<file path="src/design/aux_timer_pkg.sv">
// constants shared by the auxiliary timer pair
// Summary of operation
// with remote select clear, own run bit starts and stops each timer
// with remote select set, core run bit starts and stops the timer
// gated mode counts only while run is set and gate active
// mode codes 010/011 are gated; mode bit 0 picks gate level
// gate input changes never raise the timer flag
// mode 001 counts chosen edges of count input or toggle latch
// only hardware toggle latch changes clock the timer
// both latch edges give one step per core wrap: 32 bits
// one latch edge gives one step per two wraps: 33 bits
// chained timers keep independent count directions
// mode 101 copies core count into the timer on input edge, flag set
// software keeps input select bit 2 zero in capture mode
// capture and reload modes never count, whatever the run bit
// modes 110/111 count encoder transitions on one or both inputs
// mode 100 loads core timer from aux register on trigger, flag set
// latch triggered reload also sets the core flag
// both latch edges reload every wrap, one edge every second wrap
// same trigger on both timers: second timer wins, first ignored
// software latch writes never cause a core reload
// count registers show the count and accept writes
// direction from software bit or external direction input
// mode 000 counts the prescaled module clock
// encoder 110 flags direction changes, 111 flags every count edge
// inputs sampled on the basic clock; edge when two samples differ
// wrap up from all ones or down from zero sets the flag; encoder modes flag only their R23 events
// input select encoding is provisional
package aux_timer_pkg;
  localparam logic [7:0] OFS_A_CTRL = 8'h00;
  localparam logic [7:0] OFS_B_CTRL = 8'h04;
  localparam logic [7:0] OFS_A_CNT = 8'h08;
  localparam logic [7:0] OFS_B_CNT = 8'h0C;
  localparam logic [7:0] OFS_FLAGS = 8'h10;
  localparam logic [7:0] OFS_GROUP = 8'h14;
  // control field positions
  localparam int SEL_LSB = 0;
  localparam int MODE_LSB = 3;
  localparam int RUN_BIT = 6;
  localparam int DIR_SW_BIT = 7;
  localparam int DIR_EXT_BIT = 8;
  localparam int REMOTE_BIT = 9;
  localparam int RDIR_BIT = 13;
  localparam logic [9:0] CTRL_WMASK = 10'h3FF;
  localparam logic [15:0] CTRL_RESET = 16'h0000;
  localparam logic [15:0] CNT_RESET = 16'h0000;
  localparam logic [1:0] BPS_RESET = 2'h0;
  typedef enum logic [2:0] {
    MODE_TIMER = 3'h0,
    MODE_COUNTER = 3'h1,
    MODE_GATE_LO = 3'h2,
    MODE_GATE_HI = 3'h3,
    MODE_RELOAD = 3'h4,
    MODE_CAPTURE = 3'h5,
    MODE_ENC_ROT = 3'h6,
    MODE_ENC_EDGE = 3'h7
  } aux_mode_t;
  // basic clock division per block prescaler code (non-linear)
  localparam logic [5:0] BPS_DIV_00 = 6'h08;
  localparam logic [5:0] BPS_DIV_01 = 6'h04;
  localparam logic [5:0] BPS_DIV_10 = 6'h20;
  localparam logic [5:0] BPS_DIV_11 = 6'h10;
  typedef enum logic [2:0] {
    BUS_IDLE = 3'b001,
    BUS_WRESP = 3'b010,
    BUS_RDATA = 3'b100
  } bus_state_t;
endpackage

</file>
<file path="src/design/input_sampler.sv">
// two-stage synchroniser with basic-clock sampling and edge pulses
`timescale 1ns/1ps
module input_sampler (
  input wire logic mclk, // module clock
  input wire logic nrst, // synchronous reset, active low
  input wire logic pinIn, // asynchronous pin level
  input wire logic sampleEn, // basic clock sampling strobe
  output logic lvl, // sampled level
  output logic rise, // one-cycle pulse on rising sample pair
  output logic fall // one-cycle pulse on falling sample pair
);
  logic syncAFf;
  logic syncBFf;
  logic curFf;
  logic riseFf;
  logic fallFf;

  always_ff @(posedge mclk) begin
    if (!nrst) begin
      syncAFf <= 1'b0;
      syncBFf <= 1'b0;
    end else begin
      syncAFf <= pinIn;
      syncBFf <= syncAFf;
    end
  end

  // edge only when two successive basic-clock samples differ
  always_ff @(posedge mclk) begin
    if (!nrst) begin
      curFf <= 1'b0;
      riseFf <= 1'b0;
      fallFf <= 1'b0;
    end else begin
      riseFf <= sampleEn & syncBFf & ~curFf;
      fallFf <= sampleEn & ~syncBFf & curFf;
      if (sampleEn) begin
        curFf <= syncBFf;
      end
    end
  end

  assign lvl = curFf;
  assign rise = riseFf;
  assign fall = fallFf;
endmodule

</file>
<file path="src/design/aux_timer_pair.sv">
// two auxiliary timers beside a core timer, with an AXI4-Lite register slave
//
// Register access over AXI4-Lite and the address map were chosen for this implementation.
`timescale 1ns/1ps
module aux_timer_pair (
  input wire logic mclk, // module clock, 250 MHz
  input wire logic nrst, // synchronous reset, active low
  input wire logic [7:0] awaddr, // write address
  input wire logic awvalid, // write address valid
  output logic awready, // write address ready
  input wire logic [31:0] wdata, // write data
  input wire logic [3:0] wstrb, // write byte enables
  input wire logic wvalid, // write data valid
  output logic wready, // write data ready
  output logic [1:0] bresp, // write response
  output logic bvalid, // write response valid
  input wire logic bready, // write response ready
  input wire logic [7:0] araddr, // read address
  input wire logic arvalid, // read address valid
  output logic arready, // read address ready
  output logic [31:0] rdata, // read data
  output logic [1:0] rresp, // read response
  output logic rvalid, // read data valid
  input wire logic rready, // read data ready
  input wire logic [1:0] auxCountIn, // count/gate/capture pins, b then a
  input wire logic [1:0] auxDirIn, // direction/encoder pins, b then a
  input wire logic [15:0] coreCount, // current core timer value
  input wire logic coreRunBit, // core run bit
  input wire logic coreToggleHw, // core toggle latch, hardware-changed copy
  output logic coreLoad, // one-cycle core reload strobe
  output logic [15:0] coreLoadValue, // value to load into the core timer
  output logic coreIrqSet, // one-cycle pulse setting the core flag
  output logic [1:0] auxIrqFlag // sticky flags, b then a
);
  localparam int NCH = 2;

  aux_timer_pkg::bus_state_t busStateFf;
  logic [15:0] ctrlFf [NCH];
  logic [1:0] flagsFf;
  logic [1:0] bpsFf;
  logic [31:0] rdataFf;
  logic [1:0] rrespFf;
  logic [1:0] brespFf;
  logic [4:0] basicCntFf;
  logic [7:0] preCntFf;
  logic tglPrevFf;
  logic coreLoadFf;
  logic [15:0] coreLoadValueFf;
  logic coreIrqSetFf;
  logic basicTick;
  logic [4:0] basicLast;
  logic tglRise;
  logic tglFall;
  logic wrTake;
  logic rdTake;
  logic [1:0] inLvl, inRise, inFall;
  logic [1:0] dLvl, dRise, dFall;
  logic [1:0] wrCnt;
  logic [1:0] irqSet;
  logic [1:0] reloadTrig;
  logic [1:0] reloadFromTgl;
  logic [31:0] cntAll;
  logic [1:0] rdirAll;
  logic [31:0] ctrlWrA;
  logic [31:0] ctrlWrB;

  function automatic logic [31:0] merge(input logic [31:0] old, input logic [31:0] nw, input logic [3:0] be);
    logic [31:0] r;
    r = old;
    for (int b = 0; b < 4; b++) begin
      if (be[b]) begin
        r[b*8 +: 8] = nw[b*8 +: 8];
      end
    end
    return r;
  endfunction

  function automatic logic known(input logic [7:0] a);
    return (a == aux_timer_pkg::OFS_A_CTRL) || (a == aux_timer_pkg::OFS_B_CTRL) ||
           (a == aux_timer_pkg::OFS_A_CNT) || (a == aux_timer_pkg::OFS_B_CNT) ||
           (a == aux_timer_pkg::OFS_FLAGS) || (a == aux_timer_pkg::OFS_GROUP);
  endfunction

  // step on the selected edges: bit0 rising, bit1 falling
  function automatic logic edgePick(input logic [1:0] sel, input logic r, input logic f);
    return (sel[0] & r) | (sel[1] & f);
  endfunction

  // ---------------- bus slave ----------------
  // write waits until address and data are both offered, then takes them together
  assign wrTake = (busStateFf == aux_timer_pkg::BUS_IDLE) & awvalid & wvalid;
  assign rdTake = (busStateFf == aux_timer_pkg::BUS_IDLE) & arvalid & ~wrTake;
  assign awready = wrTake;
  assign wready = wrTake;
  assign arready = rdTake;
  assign bvalid = (busStateFf == aux_timer_pkg::BUS_WRESP);
  assign rvalid = (busStateFf == aux_timer_pkg::BUS_RDATA);
  assign bresp = brespFf;
  assign rresp = rrespFf;
  assign rdata = rdataFf;

  always_ff @(posedge mclk) begin
    if (!nrst) begin
      busStateFf <= aux_timer_pkg::BUS_IDLE;
      brespFf <= 2'h0;
    end else begin
      case (busStateFf)
        aux_timer_pkg::BUS_IDLE: begin
          if (wrTake) begin
            busStateFf <= aux_timer_pkg::BUS_WRESP;
            brespFf <= known(awaddr) ? 2'h0 : 2'h2;
          end else if (rdTake) begin
            busStateFf <= aux_timer_pkg::BUS_RDATA;
          end
        end
        aux_timer_pkg::BUS_WRESP: begin
          if (bready) begin
            busStateFf <= aux_timer_pkg::BUS_IDLE;
          end
        end
        aux_timer_pkg::BUS_RDATA: begin
          if (rready) begin
            busStateFf <= aux_timer_pkg::BUS_IDLE;
          end
        end
        default: begin
          busStateFf <= aux_timer_pkg::BUS_IDLE;
        end
      endcase
    end
  end

  always_ff @(posedge mclk) begin
    if (!nrst) begin
      rdataFf <= 32'h00000000;
      rrespFf <= 2'h0;
    end else if (rdTake) begin
      rrespFf <= known(araddr) ? 2'h0 : 2'h2;
      case (araddr)
        aux_timer_pkg::OFS_A_CTRL: rdataFf <= {16'h0000, 2'h0, rdirAll[0], 3'h0, ctrlFf[0][9:0]};
        aux_timer_pkg::OFS_B_CTRL: rdataFf <= {16'h0000, 2'h0, rdirAll[1], 3'h0, ctrlFf[1][9:0]};
        aux_timer_pkg::OFS_A_CNT: rdataFf <= {16'h0000, cntAll[15:0]};
        aux_timer_pkg::OFS_B_CNT: rdataFf <= {16'h0000, cntAll[31:16]};
        aux_timer_pkg::OFS_FLAGS: rdataFf <= {30'h00000000, flagsFf};
        aux_timer_pkg::OFS_GROUP: rdataFf <= {30'h00000000, bpsFf};
        default: rdataFf <= 32'h00000000;
      endcase
    end
  end

  // control registers; only mode, select, run, direction and remote bits are writable
  assign ctrlWrA = merge({16'h0000, ctrlFf[0]}, wdata, wstrb);
  assign ctrlWrB = merge({16'h0000, ctrlFf[1]}, wdata, wstrb);
  always_ff @(posedge mclk) begin
    if (!nrst) begin
      ctrlFf[0] <= aux_timer_pkg::CTRL_RESET;
      ctrlFf[1] <= aux_timer_pkg::CTRL_RESET;
      bpsFf <= aux_timer_pkg::BPS_RESET;
    end else if (wrTake) begin
      if (awaddr == aux_timer_pkg::OFS_A_CTRL) begin
        ctrlFf[0] <= {6'h00, ctrlWrA[9:0] & aux_timer_pkg::CTRL_WMASK};
      end
      if (awaddr == aux_timer_pkg::OFS_B_CTRL) begin
        ctrlFf[1] <= {6'h00, ctrlWrB[9:0] & aux_timer_pkg::CTRL_WMASK};
      end
      if (awaddr == aux_timer_pkg::OFS_GROUP && wstrb[0]) begin
        bpsFf <= wdata[1:0];
      end
    end
  end

  assign wrCnt[0] = wrTake & (awaddr == aux_timer_pkg::OFS_A_CNT);
  assign wrCnt[1] = wrTake & (awaddr == aux_timer_pkg::OFS_B_CNT);

  // flags: hardware set wins over a write-one-to-clear in the same cycle
  always_ff @(posedge mclk) begin
    if (!nrst) begin
      flagsFf <= 2'h0;
    end else begin
      for (int c = 0; c < NCH; c++) begin
        if (irqSet[c]) begin
          flagsFf[c] <= 1'b1;
        end else if (wrTake && awaddr == aux_timer_pkg::OFS_FLAGS && wstrb[0] && wdata[c]) begin
          flagsFf[c] <= 1'b0;
        end
      end
    end
  end
  assign auxIrqFlag = flagsFf;

  // ---------------- basic clock and prescaler ----------------
  always_comb begin
    case (bpsFf)
      2'h0: basicLast = 5'(aux_timer_pkg::BPS_DIV_00 - 6'h01);
      2'h1: basicLast = 5'(aux_timer_pkg::BPS_DIV_01 - 6'h01);
      2'h2: basicLast = 5'(aux_timer_pkg::BPS_DIV_10 - 6'h01);
      default: basicLast = 5'(aux_timer_pkg::BPS_DIV_11 - 6'h01);
    endcase
  end
  assign basicTick = (basicCntFf >= basicLast);

  always_ff @(posedge mclk) begin
    if (!nrst) begin
      basicCntFf <= 5'h00;
      preCntFf <= 8'h00;
    end else begin
      basicCntFf <= basicTick ? 5'h00 : basicCntFf + 5'h01;
      if (basicTick) begin
        preCntFf <= preCntFf + 8'h01;
      end
    end
  end

  // toggle latch copy only moves on core wrap, so software latch writes make no edge
  always_ff @(posedge mclk) begin
    if (!nrst) begin
      tglPrevFf <= 1'b0;
    end else begin
      tglPrevFf <= coreToggleHw;
    end
  end
  assign tglRise = coreToggleHw & ~tglPrevFf;
  assign tglFall = ~coreToggleHw & tglPrevFf;

  // ---------------- channels ----------------
  generate
    for (genvar i = 0; i < NCH; i++) begin : chan
      logic [15:0] cntFf;
      logic rdirFf;
      logic [15:0] ctrl;
      aux_timer_pkg::aux_mode_t mode;
      logic [2:0] isel;
      logic runSel;
      logic chanTick;
      logic gateOk;
      logic inEdge;
      logic tglEdge;
      logic trigSel;
      logic encEdgeA;
      logic encEdgeB;
      logic encDown;
      logic isEnc;
      logic dirDown;
      logic step;
      logic wrap;
      logic capTrig;
      logic chDir;
      logic [31:0] cntWr;

      input_sampler u_in (
        .mclk(mclk),
        .nrst(nrst),
        .pinIn(auxCountIn[i]),
        .sampleEn(basicTick),
        .lvl(inLvl[i]),
        .rise(inRise[i]),
        .fall(inFall[i])
      );
      input_sampler u_dir (
        .mclk(mclk),
        .nrst(nrst),
        .pinIn(auxDirIn[i]),
        .sampleEn(basicTick),
        .lvl(dLvl[i]),
        .rise(dRise[i]),
        .fall(dFall[i])
      );

      assign ctrl = ctrlFf[i];
      assign mode = aux_timer_pkg::aux_mode_t'(ctrl[aux_timer_pkg::MODE_LSB +: 3]);
      assign isel = ctrl[aux_timer_pkg::SEL_LSB +: 3];
      assign runSel = ctrl[aux_timer_pkg::REMOTE_BIT] ? coreRunBit : ctrl[aux_timer_pkg::RUN_BIT];
      // timer modes reuse the select field as prescaler exponent
      assign chanTick = basicTick & ((preCntFf & 8'((9'h001 << isel) - 9'h001)) == 8'h00);
      assign gateOk = mode[0] ? inLvl[i] : ~inLvl[i];
      assign inEdge = edgePick(isel[1:0], inRise[i], inFall[i]);
      assign tglEdge = edgePick(isel[1:0], tglRise, tglFall);
      assign trigSel = isel[2] ? tglEdge : inEdge;
      assign encEdgeA = isel[0] & (inRise[i] | inFall[i]);
      assign encEdgeB = isel[1] & (dRise[i] | dFall[i]);
      // quadrature direction from the new level of the moved input against the other
      assign encDown = encEdgeA ? (inLvl[i] == dLvl[i]) : (inLvl[i] != dLvl[i]);
      assign isEnc = (mode == aux_timer_pkg::MODE_ENC_ROT) || (mode == aux_timer_pkg::MODE_ENC_EDGE);
      assign dirDown = isEnc ? (encDown ^ ctrl[aux_timer_pkg::DIR_SW_BIT]) :
                       (ctrl[aux_timer_pkg::DIR_SW_BIT] ^ (ctrl[aux_timer_pkg::DIR_EXT_BIT] & dLvl[i]));

      always_comb begin
        case (mode)
          aux_timer_pkg::MODE_TIMER: step = runSel & chanTick;
          aux_timer_pkg::MODE_GATE_LO: step = runSel & gateOk & chanTick;
          aux_timer_pkg::MODE_GATE_HI: step = runSel & gateOk & chanTick;
          aux_timer_pkg::MODE_COUNTER: step = runSel & trigSel;
          aux_timer_pkg::MODE_ENC_ROT: step = runSel & (encEdgeA | encEdgeB);
          aux_timer_pkg::MODE_ENC_EDGE: step = runSel & (encEdgeA | encEdgeB);
          default: step = 1'b0;
        endcase
      end

      assign wrap = step & (dirDown ? (cntFf == 16'h0000) : (cntFf == 16'hFFFF));
      // capture ignores select bit 2, which software keeps clear
      assign capTrig = (mode == aux_timer_pkg::MODE_CAPTURE) & inEdge;
      assign reloadTrig[i] = (mode == aux_timer_pkg::MODE_RELOAD) & trigSel;
      assign reloadFromTgl[i] = isel[2];
      assign chDir = (mode == aux_timer_pkg::MODE_ENC_ROT) & step & (encDown != rdirFf);

      // gate level changes are not events here, only wraps, triggers and encoder steps
      assign irqSet[i] = capTrig | (reloadTrig[i] & (i == 1 || !reloadTrig[1])) | (!isEnc & wrap) |
                         chDir | ((mode == aux_timer_pkg::MODE_ENC_EDGE) & step);

      assign cntWr = merge({16'h0000, cntFf}, wdata, wstrb);
      always_ff @(posedge mclk) begin
        if (!nrst) begin
          cntFf <= aux_timer_pkg::CNT_RESET;
        end else if (wrCnt[i]) begin
          cntFf <= cntWr[15:0];
        end else if (capTrig) begin
          cntFf <= coreCount;
        end else if (step) begin
          cntFf <= dirDown ? cntFf - 16'h0001 : cntFf + 16'h0001;
        end
      end

      always_ff @(posedge mclk) begin
        if (!nrst) begin
          rdirFf <= 1'b0;
        end else if (isEnc && step) begin
          rdirFf <= encDown;
        end
      end

      assign cntAll[i*16 +: 16] = cntFf;
      assign rdirAll[i] = rdirFf;
    end
  endgenerate

  // ---------------- core reload ----------------
  // coincident triggers: second timer's value goes to the core, first one dropped
  always_ff @(posedge mclk) begin
    if (!nrst) begin
      coreLoadFf <= 1'b0;
      coreLoadValueFf <= 16'h0000;
      coreIrqSetFf <= 1'b0;
    end else begin
      coreLoadFf <= |reloadTrig;
      if (reloadTrig[1]) begin
        coreLoadValueFf <= cntAll[31:16];
      end else if (reloadTrig[0]) begin
        coreLoadValueFf <= cntAll[15:0];
      end
      coreIrqSetFf <= (reloadTrig[1] & reloadFromTgl[1]) | (reloadTrig[0] & ~reloadTrig[1] & reloadFromTgl[0]);
    end
  end

  assign coreLoad = coreLoadFf;
  assign coreLoadValue = coreLoadValueFf;
  assign coreIrqSet = coreIrqSetFf;
endmodule

</file>
<file path="config.mk">
export PLATFORM = sky130hd
export DESIGN_NAME = aux_timer_pair
export DESIGN_NICKNAME = d
export VERILOG_FILES = /design/src/design/aux_timer_pkg.sv /design/src/design/input_sampler.sv /design/src/design/aux_timer_pair.sv
export SDC_FILE = /design/constraint.sdc
export NUM_CORES = 1
export LEC_CHECK = 0
export BUFFER_PORTS_ARGS = -buffer_cell sky130_fd_sc_hd__clkbuf_2
export CORE_ASPECT_RATIO = 0.7
export CORE_UTILIZATION = 57
export CTS_CLUSTER_SIZE = 14
export DETAILED_ROUTE_END_ITERATION = 8
export MAX_ROUTING_LAYER = met4
export PLACE_DENSITY = 0.81
export SKIP_CTS_REPAIR_TIMING = 1
export SYNTH_ARGS = -nofsm -noshare
export SYNTH_HDL_FRONTEND = slang
export SYNTH_SLANG_ARGS = --single-unit
</file>
<file path="constraint.sdc">
create_clock -name mclk -period 5.05 [get_ports mclk]
set_input_delay 1.01 -clock mclk [delete_from_list [all_inputs] [get_ports mclk]]
set_output_delay 1.01 -clock mclk [all_outputs]
set_load 0.01 [all_outputs]
</file>
Yosys cells after proc, flatten, opt, wreduce, memory -nomap -nowiden:

Memories as Yosys holds them, arrays and structs flattened.
Cells that the tools add are included.

* bits in writable memories: 20
* register bits: 129
* memories kept: 1
* word-level logic and storage cells: 306

Memories
* ctrlFf: depth 2, width 10, read ports 2, clocked after memory_dff 0, write ports 2, RTL line aux_timer_pair.sv:38 `logic [15:0] ctrlFf [NCH];`

* mux-type cells: 54
* shift-type cells: 2
* equality and inequality tests: 44
* add/subtract/negate cells: 8
* order comparisons: 1
* bitwise gates (word level): 108
* reductions and logical operators: 49

Operators with widths (count)
* 2-to-1 mux 16 bit: 10
* one-hot mux 16 bit (6 select lines): 1
* bitwise AND 1 bit: 68
* adder 16 x 1 -> 16 bit, second input constant: 2
* equality test 16 bit, second input constant: 2
* equality test 8 x 4 -> 1 bit, second input constant: 4
* equality test 8 x 5 -> 1 bit, second input constant: 4
* logical NOT 16 bit: 2
* logical NOT 8 bit: 4
* 2-to-1 mux 8 bit: 4
* subtractor 16 x 1 -> 16 bit, second input constant: 2
* equality test 3 bit, second input constant: 9
* 2-to-1 mux 1 bit: 25
* bitwise OR 1 bit: 21
* 2-to-1 mux 10 bit: 2
* bitwise AND 8 bit: 2
* equality test 8 x 3 -> 1 bit, second input constant: 2
* left shift 1 x 3 -> 8 bit, first input constant: 2
* subtractor 8 x 1 -> 8 bit, second input constant: 2
* equality test 3 x 2 -> 1 bit, second input constant: 5
* one-hot mux 5 bit (3 select lines): 1
* inverter 1 bit: 13
* logical OR 1 bit: 12
* 2-to-1 mux 3 bit: 4
* other kinds (24): 63

Depth between registers and ports, before layout:

Gate-level depths: netlist of run 1.
An unclocked memory read counts as a cell.

* word-level depth: 14
* depth in mapped cells: 15

By module:

A second synthesis of run 1 with hierarchy kept.

* cell total of the unflattened synthesis: 960
* area total of the unflattened synthesis: 8446.9 µm²

Modules (own cells, without submodules)
* aux_timer_pair: seq. area each 2402.3 µm², cells each 912, area each 7806.2 µm², times used 1
* input_sampler: seq. area each 100.1 µm², cells each 12, area each 160.2 µm², times used 4

Worst setup path after synthesis of run 1:

OpenSTA, ideal clock, no wires.

* path type: register to register
* from: memory ctrlFf[0][14] (netlist name)
* to: register chan[1].cntFf[15]
* buffers on the path: 0
* data required time: 4955 ps
* library setup time: 95 ps
* period minus slack after synthesis: 4037 ps
* cell stages (with the launch flop): 14
* arrival time: 3941 ps
* slack: 1013 ps
* path through: edfxtp_1 -> ha_1 -> mux2_2 -> a21oi_1 -> xnor2_1 -> ha_1 -> a21oi_1 -> o31ai_4 -> a2111oi_4 -> o311ai_4 -> a41oi_1 -> xnor2_1 -> o21ai_1 -> a221oi_1

RTL lines
* start: declaration: RTL line aux_timer_pair.sv:38
* end signal: assignment: RTL line aux_timer_pair.sv:313 `cntFf <= aux_timer_pkg::CNT_RESET;`
* end signal: assignment: RTL line aux_timer_pair.sv:315 `cntFf <= cntWr[15:0];`
* end signal: assignment: RTL line aux_timer_pair.sv:317 `cntFf <= coreCount;`
* end: declaration: RTL line aux_timer_pair.sv:228 `logic [15:0] cntFf;`

==> summary.txt, run 1 <==
Floorplan
  • Die Y: 103 um
  • I/O pins: 142
  • DIE WIDTH: 146 um
  • Die area: 14900 um2
  • Core area: 14000 um2
  • Row count: 36
  • Initial Utilization: 58.8%

Clock tree
  • H-tree depth: 4
  • Clock Root Buffer: clkbuf_16
  • Clock transition at the registers of the reported paths: 0.06 ns
  • Clock buffer count from CTS: 17
  • Clock Sinks: 130
  • Skew-Pair Late Insertion Delay: 0.43 ns
  • CTS max path bufs: 2
  • TritonCTS clock tree: yes

Critical path
  • Worst Path Max Fanout: 8
  • Reg2reg start: ctrlFf[0][10]
  • Terminus of the critical flop-to-flop path: chan[1].cntFf[14]
  • CP Launch Point: ctrlFf[0][10]
  • Crit start category: flip-flop
  • Worst Setup Path Type: reg -> reg
  • Cells on worst reg2reg path: 14
  • Worst Setup EP: chan[1].cntFf[14]
  • Flop2flop setup slack: 0.63 ns
  • WP data required: 5.35 ns
  • Endpoint type of the worst setup path: flip-flop
  • Arr. time, crit path: 4.72 ns

STA
  • Max_slew headroom: 16.8%
  • Final Max Slew Viols: 0
  • Unrepaired setup endpoints after global routing: false
  • Final-report hold violation count: 0
  • Setup_tns: 0 ns
  • Crit share post-route: 87.5%
  • Final setup vio count: 0
  • Final WS setup: 0.632 ns
  • Min cycle time layout: 4.42 ns
  • Fmax: 226 MHz
  • Worst slew pin tran: 1.24 ns
  • Worst-case clock skew: 0.0100 ns

GRT
  • Initial antenna violation count: 1
  • GRT overflow: 0
  • Gr usage total: 34.6%
  • Global-route wire length before repair: 38000 um
  • Largest net degree at the start of global routing: 47
  • Vias in the first global route: 6878

Place
  • Post-DP HPWL: 18300 um
  • Placed cell area: 8750 um2
  • IO buf count: 105
  • GPL Wtd Cong: 0.998
  • Dpl ws: 0.852 ns
  • Placed Cells: 1204

Yosys
  • Prevailing post-synth register cell: dfxtp_1
  • Post-synthesis sequential area ratio: 34.1%
  • Area contributors post-synth: dfxtp_1 27%, edfxtp_1 7.3%, ha_1 5.6%
  • Yosys top cell area share: 26.8%
  • Synth unique cells: 81
  • Synth area leader: dfxtp_1
  • YS warnings: 0
  • Top-count cell post-synth: dfxtp_1
  • Post-synthesis cell count: 955
  • Post-Syn Area per Cell: 8.62 um2
  • Seq cells post-synth: 130
  • Synth async-reset ratio: 0%
  • Top cells by count, synth: 110 x dfxtp_1, 109 x nor2_1, 76 x nand2_1, 64 x a21oi_1
  • Mapped Area: 8230 um2
  • Post-synth EDFFs: 20

Detailed routing
  • DR iter-0 viols: 1078
  • DRC violations left: 0
  • DRT Pass-1 Iters: 6
  • Drt wl/cell: 20.0 um
  • Vias/cell: 6.42
  • Final ANT Viol Nets: 0
  • Via count: 7932
  • WL final: 24800 um

Cells and area
  • N_diodes: 0
  • Post-layout net count: 1153
  • Post-route cell area: 9310 um2
  • Share of layout cells above drive strength 1: 16.9%
  • Post-Layout Cell Count: 1236
  • Layout area overhead: 13.1%
  • FILL cells: 1128

Power
  • PD cells: 267 nW/um2
  • VDD IR max: 0.271 mV
  • Static leakage: 3.78 nW
  • Overall power: 2.48 mW

Run
  • MaxCap Viol Count: 0

Status
  • Status: finished clean

Min path
  • Hold WC Path Type: reg -> reg
==> registers in the layout, summed over array words and instances, names as in the netlist, 3 cells and up <==
name and count:
chan.cntFf 32, ctrlFf 20, coreLoadValue 16, rdata 16, preCntFf 7, basicCntFf 5, busStateFf 3
==> per-stage QoR <==
step | hold WS (ns) | utilization (%)
after global routing | 0.457 | 66.4
after floorplan | 0.411 | -
after CTS | 0.434 | 66.4
after global placement | 0.415 | 62.5
after detailed placement | 0.420 | 62.5
final | 0.431 | 66.4
==> routing by layer <==
layer	routed length, um	up-vias	global-route usage (%)
li1	-	3654	-
met1	10900	3702	49.4
met2	9880	543	46.9
met3	3610	33	9.47
met4	320	0	10.4
met5	0	-	-
==> logic make-up (layout without fill, tap and decap cells) <==
logic type	count (synthesis)	after routing	synth area share [%]
AO/OA/AOI/OAI	247	247	21.1
XOR/XNOR	38	38	4.04
adder cells (fa/ha/maj)	39	39	6.11
buffers and inverters	95	169	5.55
flip-flops	130	130	34.1
multiplexers	52	52	7.77
other	1	18	0.0456
AND/OR/NAND/NOR	353	353	21.3
==> worst min path at each step <==
stage               cells past startpoint  slack (ns)                     to             startpoint
CTS                                     1        0.43  chan[1].u_dir.syncBFf  chan[1].u_dir.syncAFf
global route                            1        0.46   chan[1].u_in.syncBFf   chan[1].u_in.syncAFf
floorplan                               1        0.41     chan[0].u_dir.fall  chan[0].u_dir.syncBFf
detailed placement                      1        0.42  chan[0].u_dir.syncBFf  chan[0].u_dir.syncAFf
finish                                  1        0.43   chan[0].u_in.syncBFf   chan[0].u_in.syncAFf
global placement                        1        0.41  chan[0].u_dir.syncBFf  chan[0].u_dir.syncAFf
==> cell usage in the layout, fill, tap and decap left out, drive strengths merged, types with 6 or more instances in the layout <==
cell type / netlist / routed
buf: 33 / 8
ha: 37 / 37
o21ai: 45 / 45
clkinv: 0 / 6
xor2: 14 / 14
nand2b: 13 / 13
nor2: 110 / 110
xnor2: 24 / 24
nand3: 35 / 35
nand4: 16 / 16
nor4: 11 / 11
conb: 1 / 18
nor3: 15 / 15
a21o: 7 / 7
nor2b: 7 / 7
nand2: 77 / 77
a211oi: 28 / 28
nand3b: 7 / 7
and3: 15 / 15
o22ai: 8 / 8
mux2i: 38 / 38
clkbuf: 38 / 126
mux4: 9 / 9
inv: 24 / 24
a31oi: 8 / 8
or3: 9 / 9
nor3b: 13 / 13
edfxtp: 20 / 20
dfxtp: 110 / 110
and2: 13 / 13
o211ai: 27 / 27
a21oi: 67 / 67
==> report_power, final <==
group          leakage [nW]  switching (mW)  total (mW)  internal, mW
Combinational          2.42           0.134       0.215        0.0815
Sequential             1.10          0.0235        1.09          1.07
Clock                 0.262           0.456        1.18         0.719
Total                  3.78           0.613        2.48          1.87
==> layout make-up <==
cell class,instances,area (um2),share of cell area [%]
inverters,24,90.1,0.968
clock inverters,11,114,1.22
well taps,190,238,2.55
repair buffers,113,586,6.29
multi-input cells,747,5030,54.1
clock buffers,21,440,4.73
flip-flops and latches,130,2800,30.1
==> critical path: stages (launching register included) <==
cell      delay (ns)
edfxtp_1        0.46
o21ai_1         0.14
xnor2_1         0.33
mux2_2          0.22
a21oi_1         0.07
xnor2_1         0.78
ha_1            0.42
a21oi_1         0.20
o22ai_1         0.14
o41ai_1         0.59
o221ai_1        0.30
nand3_1         0.19
mux2i_1         0.09
a31oi_1         0.25
o21ai_0         0.12
(Power assumes the default switching activity.)
==> run 2, diff against run 1 <==
- CELL_PAD_IN_SITES_DETAIL_PLACEMENT: default -> 1
- CELL_PAD_IN_SITES_GLOBAL_PLACEMENT: default -> 1
- CORE_UTILIZATION: 57 -> 43
- PLACE_DENSITY: 0.81 -> default
- PLACE_DENSITY_LB_ADDON: default -> 0.1
==> run 2 against run 1 <==
Critical path type unchanged. Via count decreased by 0.81%. Critical path depth decreased by 1. Largest cell class unchanged. Final area up 1.5%. Largest power group unchanged. Highest routed layer unchanged. Wire length increased by 17%.
==> summary.txt, run 2 (synthesized netlist as in run 1, its figures left out) <==
Critical path
  • Worst Setup Path Type: reg -> reg
  • Worst Path Max Fanout: 10
  • Crit start category: flip-flop
  • WP data required: 5.34 ns
  • Arr. time, crit path: 4.82 ns
  • Cells on worst reg2reg path: 13
  • Endpoint type of the worst setup path: flip-flop
  • Flop2flop setup slack: 0.52 ns

Place
  • IO buf count: 105
  • Post-DP HPWL: 21400 um
  • Dpl ws: 0.634 ns
  • GPL Wtd Cong: 0.859
  • Placed Cells: 1255

STA
  • Setup_tns: 0 ns
  • Worst slew pin tran: 1.14 ns
  • Unrepaired setup endpoints after global routing: false
  • Final setup vio count: 0
  • WHS: 0.435 ns
  • Final-report hold violation count: 0
  • Fmax: 221 MHz
  • Min cycle time layout: 4.53 ns
  • Final WS setup: 0.515 ns
  • Final Max Slew Viols: 0
  • Max_slew headroom: 23.2%
  • Crit share post-route: 89.8%
  • Worst-case clock skew: 0.0105 ns

Power
  • Combinational power share: 8.8%
  • Seq pwr share: 42.1%
  • Static leakage: 3.84 nW
  • P_int: 1.89 mW
  • PD cells: 274 nW/um2
  • P_sw: 703 uW
  • VDD IR max: 0.234 mV
  • Clock power share: 49.1%
  • Switch share: 27.1%

Cells and area
  • N_diodes: 0
  • Max reg flops: 32
  • Largest regs: chan.cntFf x32, ctrlFf x20
  • Leading cell types in the layout, fill and taps excluded: 110 x dfxtp_1, 109 x nor2_1, 105 x clkbuf_2, 76 x nand2_1, 64 x a21oi_1
  • Most flops, register: chan.cntFf
  • Layout area overhead: 14.8%
  • Post-layout net count: 1158
  • Share of layout cells above drive strength 1: 17.9%
  • Commonest non-fill, non-tap cell in the layout: dfxtp_1
  • Post-Layout Cell Count: 1287
  • Util after Layout: 51.5%
  • FILL cells: 2206

Floorplan
  • Die area: 19700 um2
  • I/O pins: 142
  • DIE WIDTH: 167 um
  • Row count: 41
  • Die Y: 118 um
  • Core area: 18400 um2
  • Initial Utilization: 44.8%

Detailed routing
  • WL final: 28900 um
  • DR iter-0 viols: 805
  • Final ANT Viol Nets: 0
  • Via count: 7868
  • DRT Pass-1 Iters: 5
  • DRC violations left: 0
  • Drt wl/cell: 22.4 um
  • Vias/cell: 6.11

GRT
  • Largest net degree at the start of global routing: 52
  • Vias in the first global route: 7337
  • Initial antenna violation count: 0
  • Gr usage total: 30.4%
  • Global-route wire length before repair: 44400 um
  • GRT overflow: 0

Clock tree
  • CTS max path bufs: 2
  • TritonCTS clock tree: yes
  • Skew-Pair Late Insertion Delay: 0.43 ns
  • Clock Root Buffer: clkbuf_16
  • Clock buffer count from CTS: 17
  • Clock Sinks: 130
  • Clock transition at the registers of the reported paths: 0.07 ns
  • H-tree depth: 4

Min path
  • Hold WC Path Type: reg -> reg
  • Hold depth: 1

Run
  • MaxCap Viol Count: 0

Status
  • Status: finished clean
## run 2: cell types whose count changed in the layout (fill, tap and decap cells not counted), moves of 2 or more
| cell | change |
|---|---|
| clkinvlp_4 | -2 |
| buf_4 | +5 |
| clkinv_1 | -2 |
| inv_8 | +2 |
| clkinv_2 | -3 |
| clkinv_4 | +3 |
| clkbuf_1 | -4 |
| inv_6 | +5 |
## run 2: path summary, 6_finish.rpt
path / from / endpoint
setup / recovery: ctrlFf[0][10] / chan[1].cntFf[12]
hold / removal: chan[1].u_in.syncAFf / chan[1].u_in.syncBFf
setup reg to reg: ctrlFf[0][10] / chan[1].cntFf[12]
hold reg to reg: chan[1].u_in.syncAFf / chan[1].u_in.syncBFf
## run 2: critical path, stage by stage (launching register included)
cell and delay [ns]:
edfxtp_1 0.47, o21ai_1 0.15, xnor2_1 0.33, mux2_2 0.23, a21oi_1 0.08, xnor2_1 0.90, ha_1 0.43, a21oi_1 0.23
o22ai_1 0.15, o41ai_1 0.54, o221ai_1 0.27, a211o_1 0.33, a21oi_1 0.19, o41ai_1 0.10
## run 2: metal layers
layer  routed length [um]  track usage (%)  vias to the layer above
met5                    0                -                        -
met4                  265             7.40                        0
met3                 2580             6.32                       16
met2                11500             39.3                      346
met1                14600             46.8                     3845
li1                     -                -                     3661
## run 2: area by class of cell
type | count | area, um2 | share of cell area [%]
clock buffers | 19 | 464 | 4.91
multi-input cells | 747 | 5030 | 53.3
repair buffers | 118 | 623 | 6.59
inverters | 24 | 90.1 | 0.953
clock inverters | 13 | 139 | 1.47
flip-flops and latches | 130 | 2800 | 29.7
well taps | 236 | 295 | 3.12
## run 2: through the flow
| stage | instance area [um2] | power, mW |
|---|---|---|
| floorplan | 8290 | 1.25 |
| global placement | 8850 | 1.33 |
| detailed placement | 8850 | 1.34 |
| CTS | 9450 | 2.60 |
| global route | 9450 | 2.67 |
| finish | 9450 | 2.59 |
## run 2: power groups by stage
stage / sequential, mW / combinational, mW / clock [mW]
5_1_grt: 1.09 / 0.245 / 1.33
3_3_place_gp: 1.11 / 0.218 / 0
6_report: 1.09 / 0.227 / 1.27
2_1_floorplan: 1.10 / 0.150 / 0
3_5_place_dp: 1.11 / 0.222 / 0
4_1_cts: 1.09 / 0.224 / 1.29
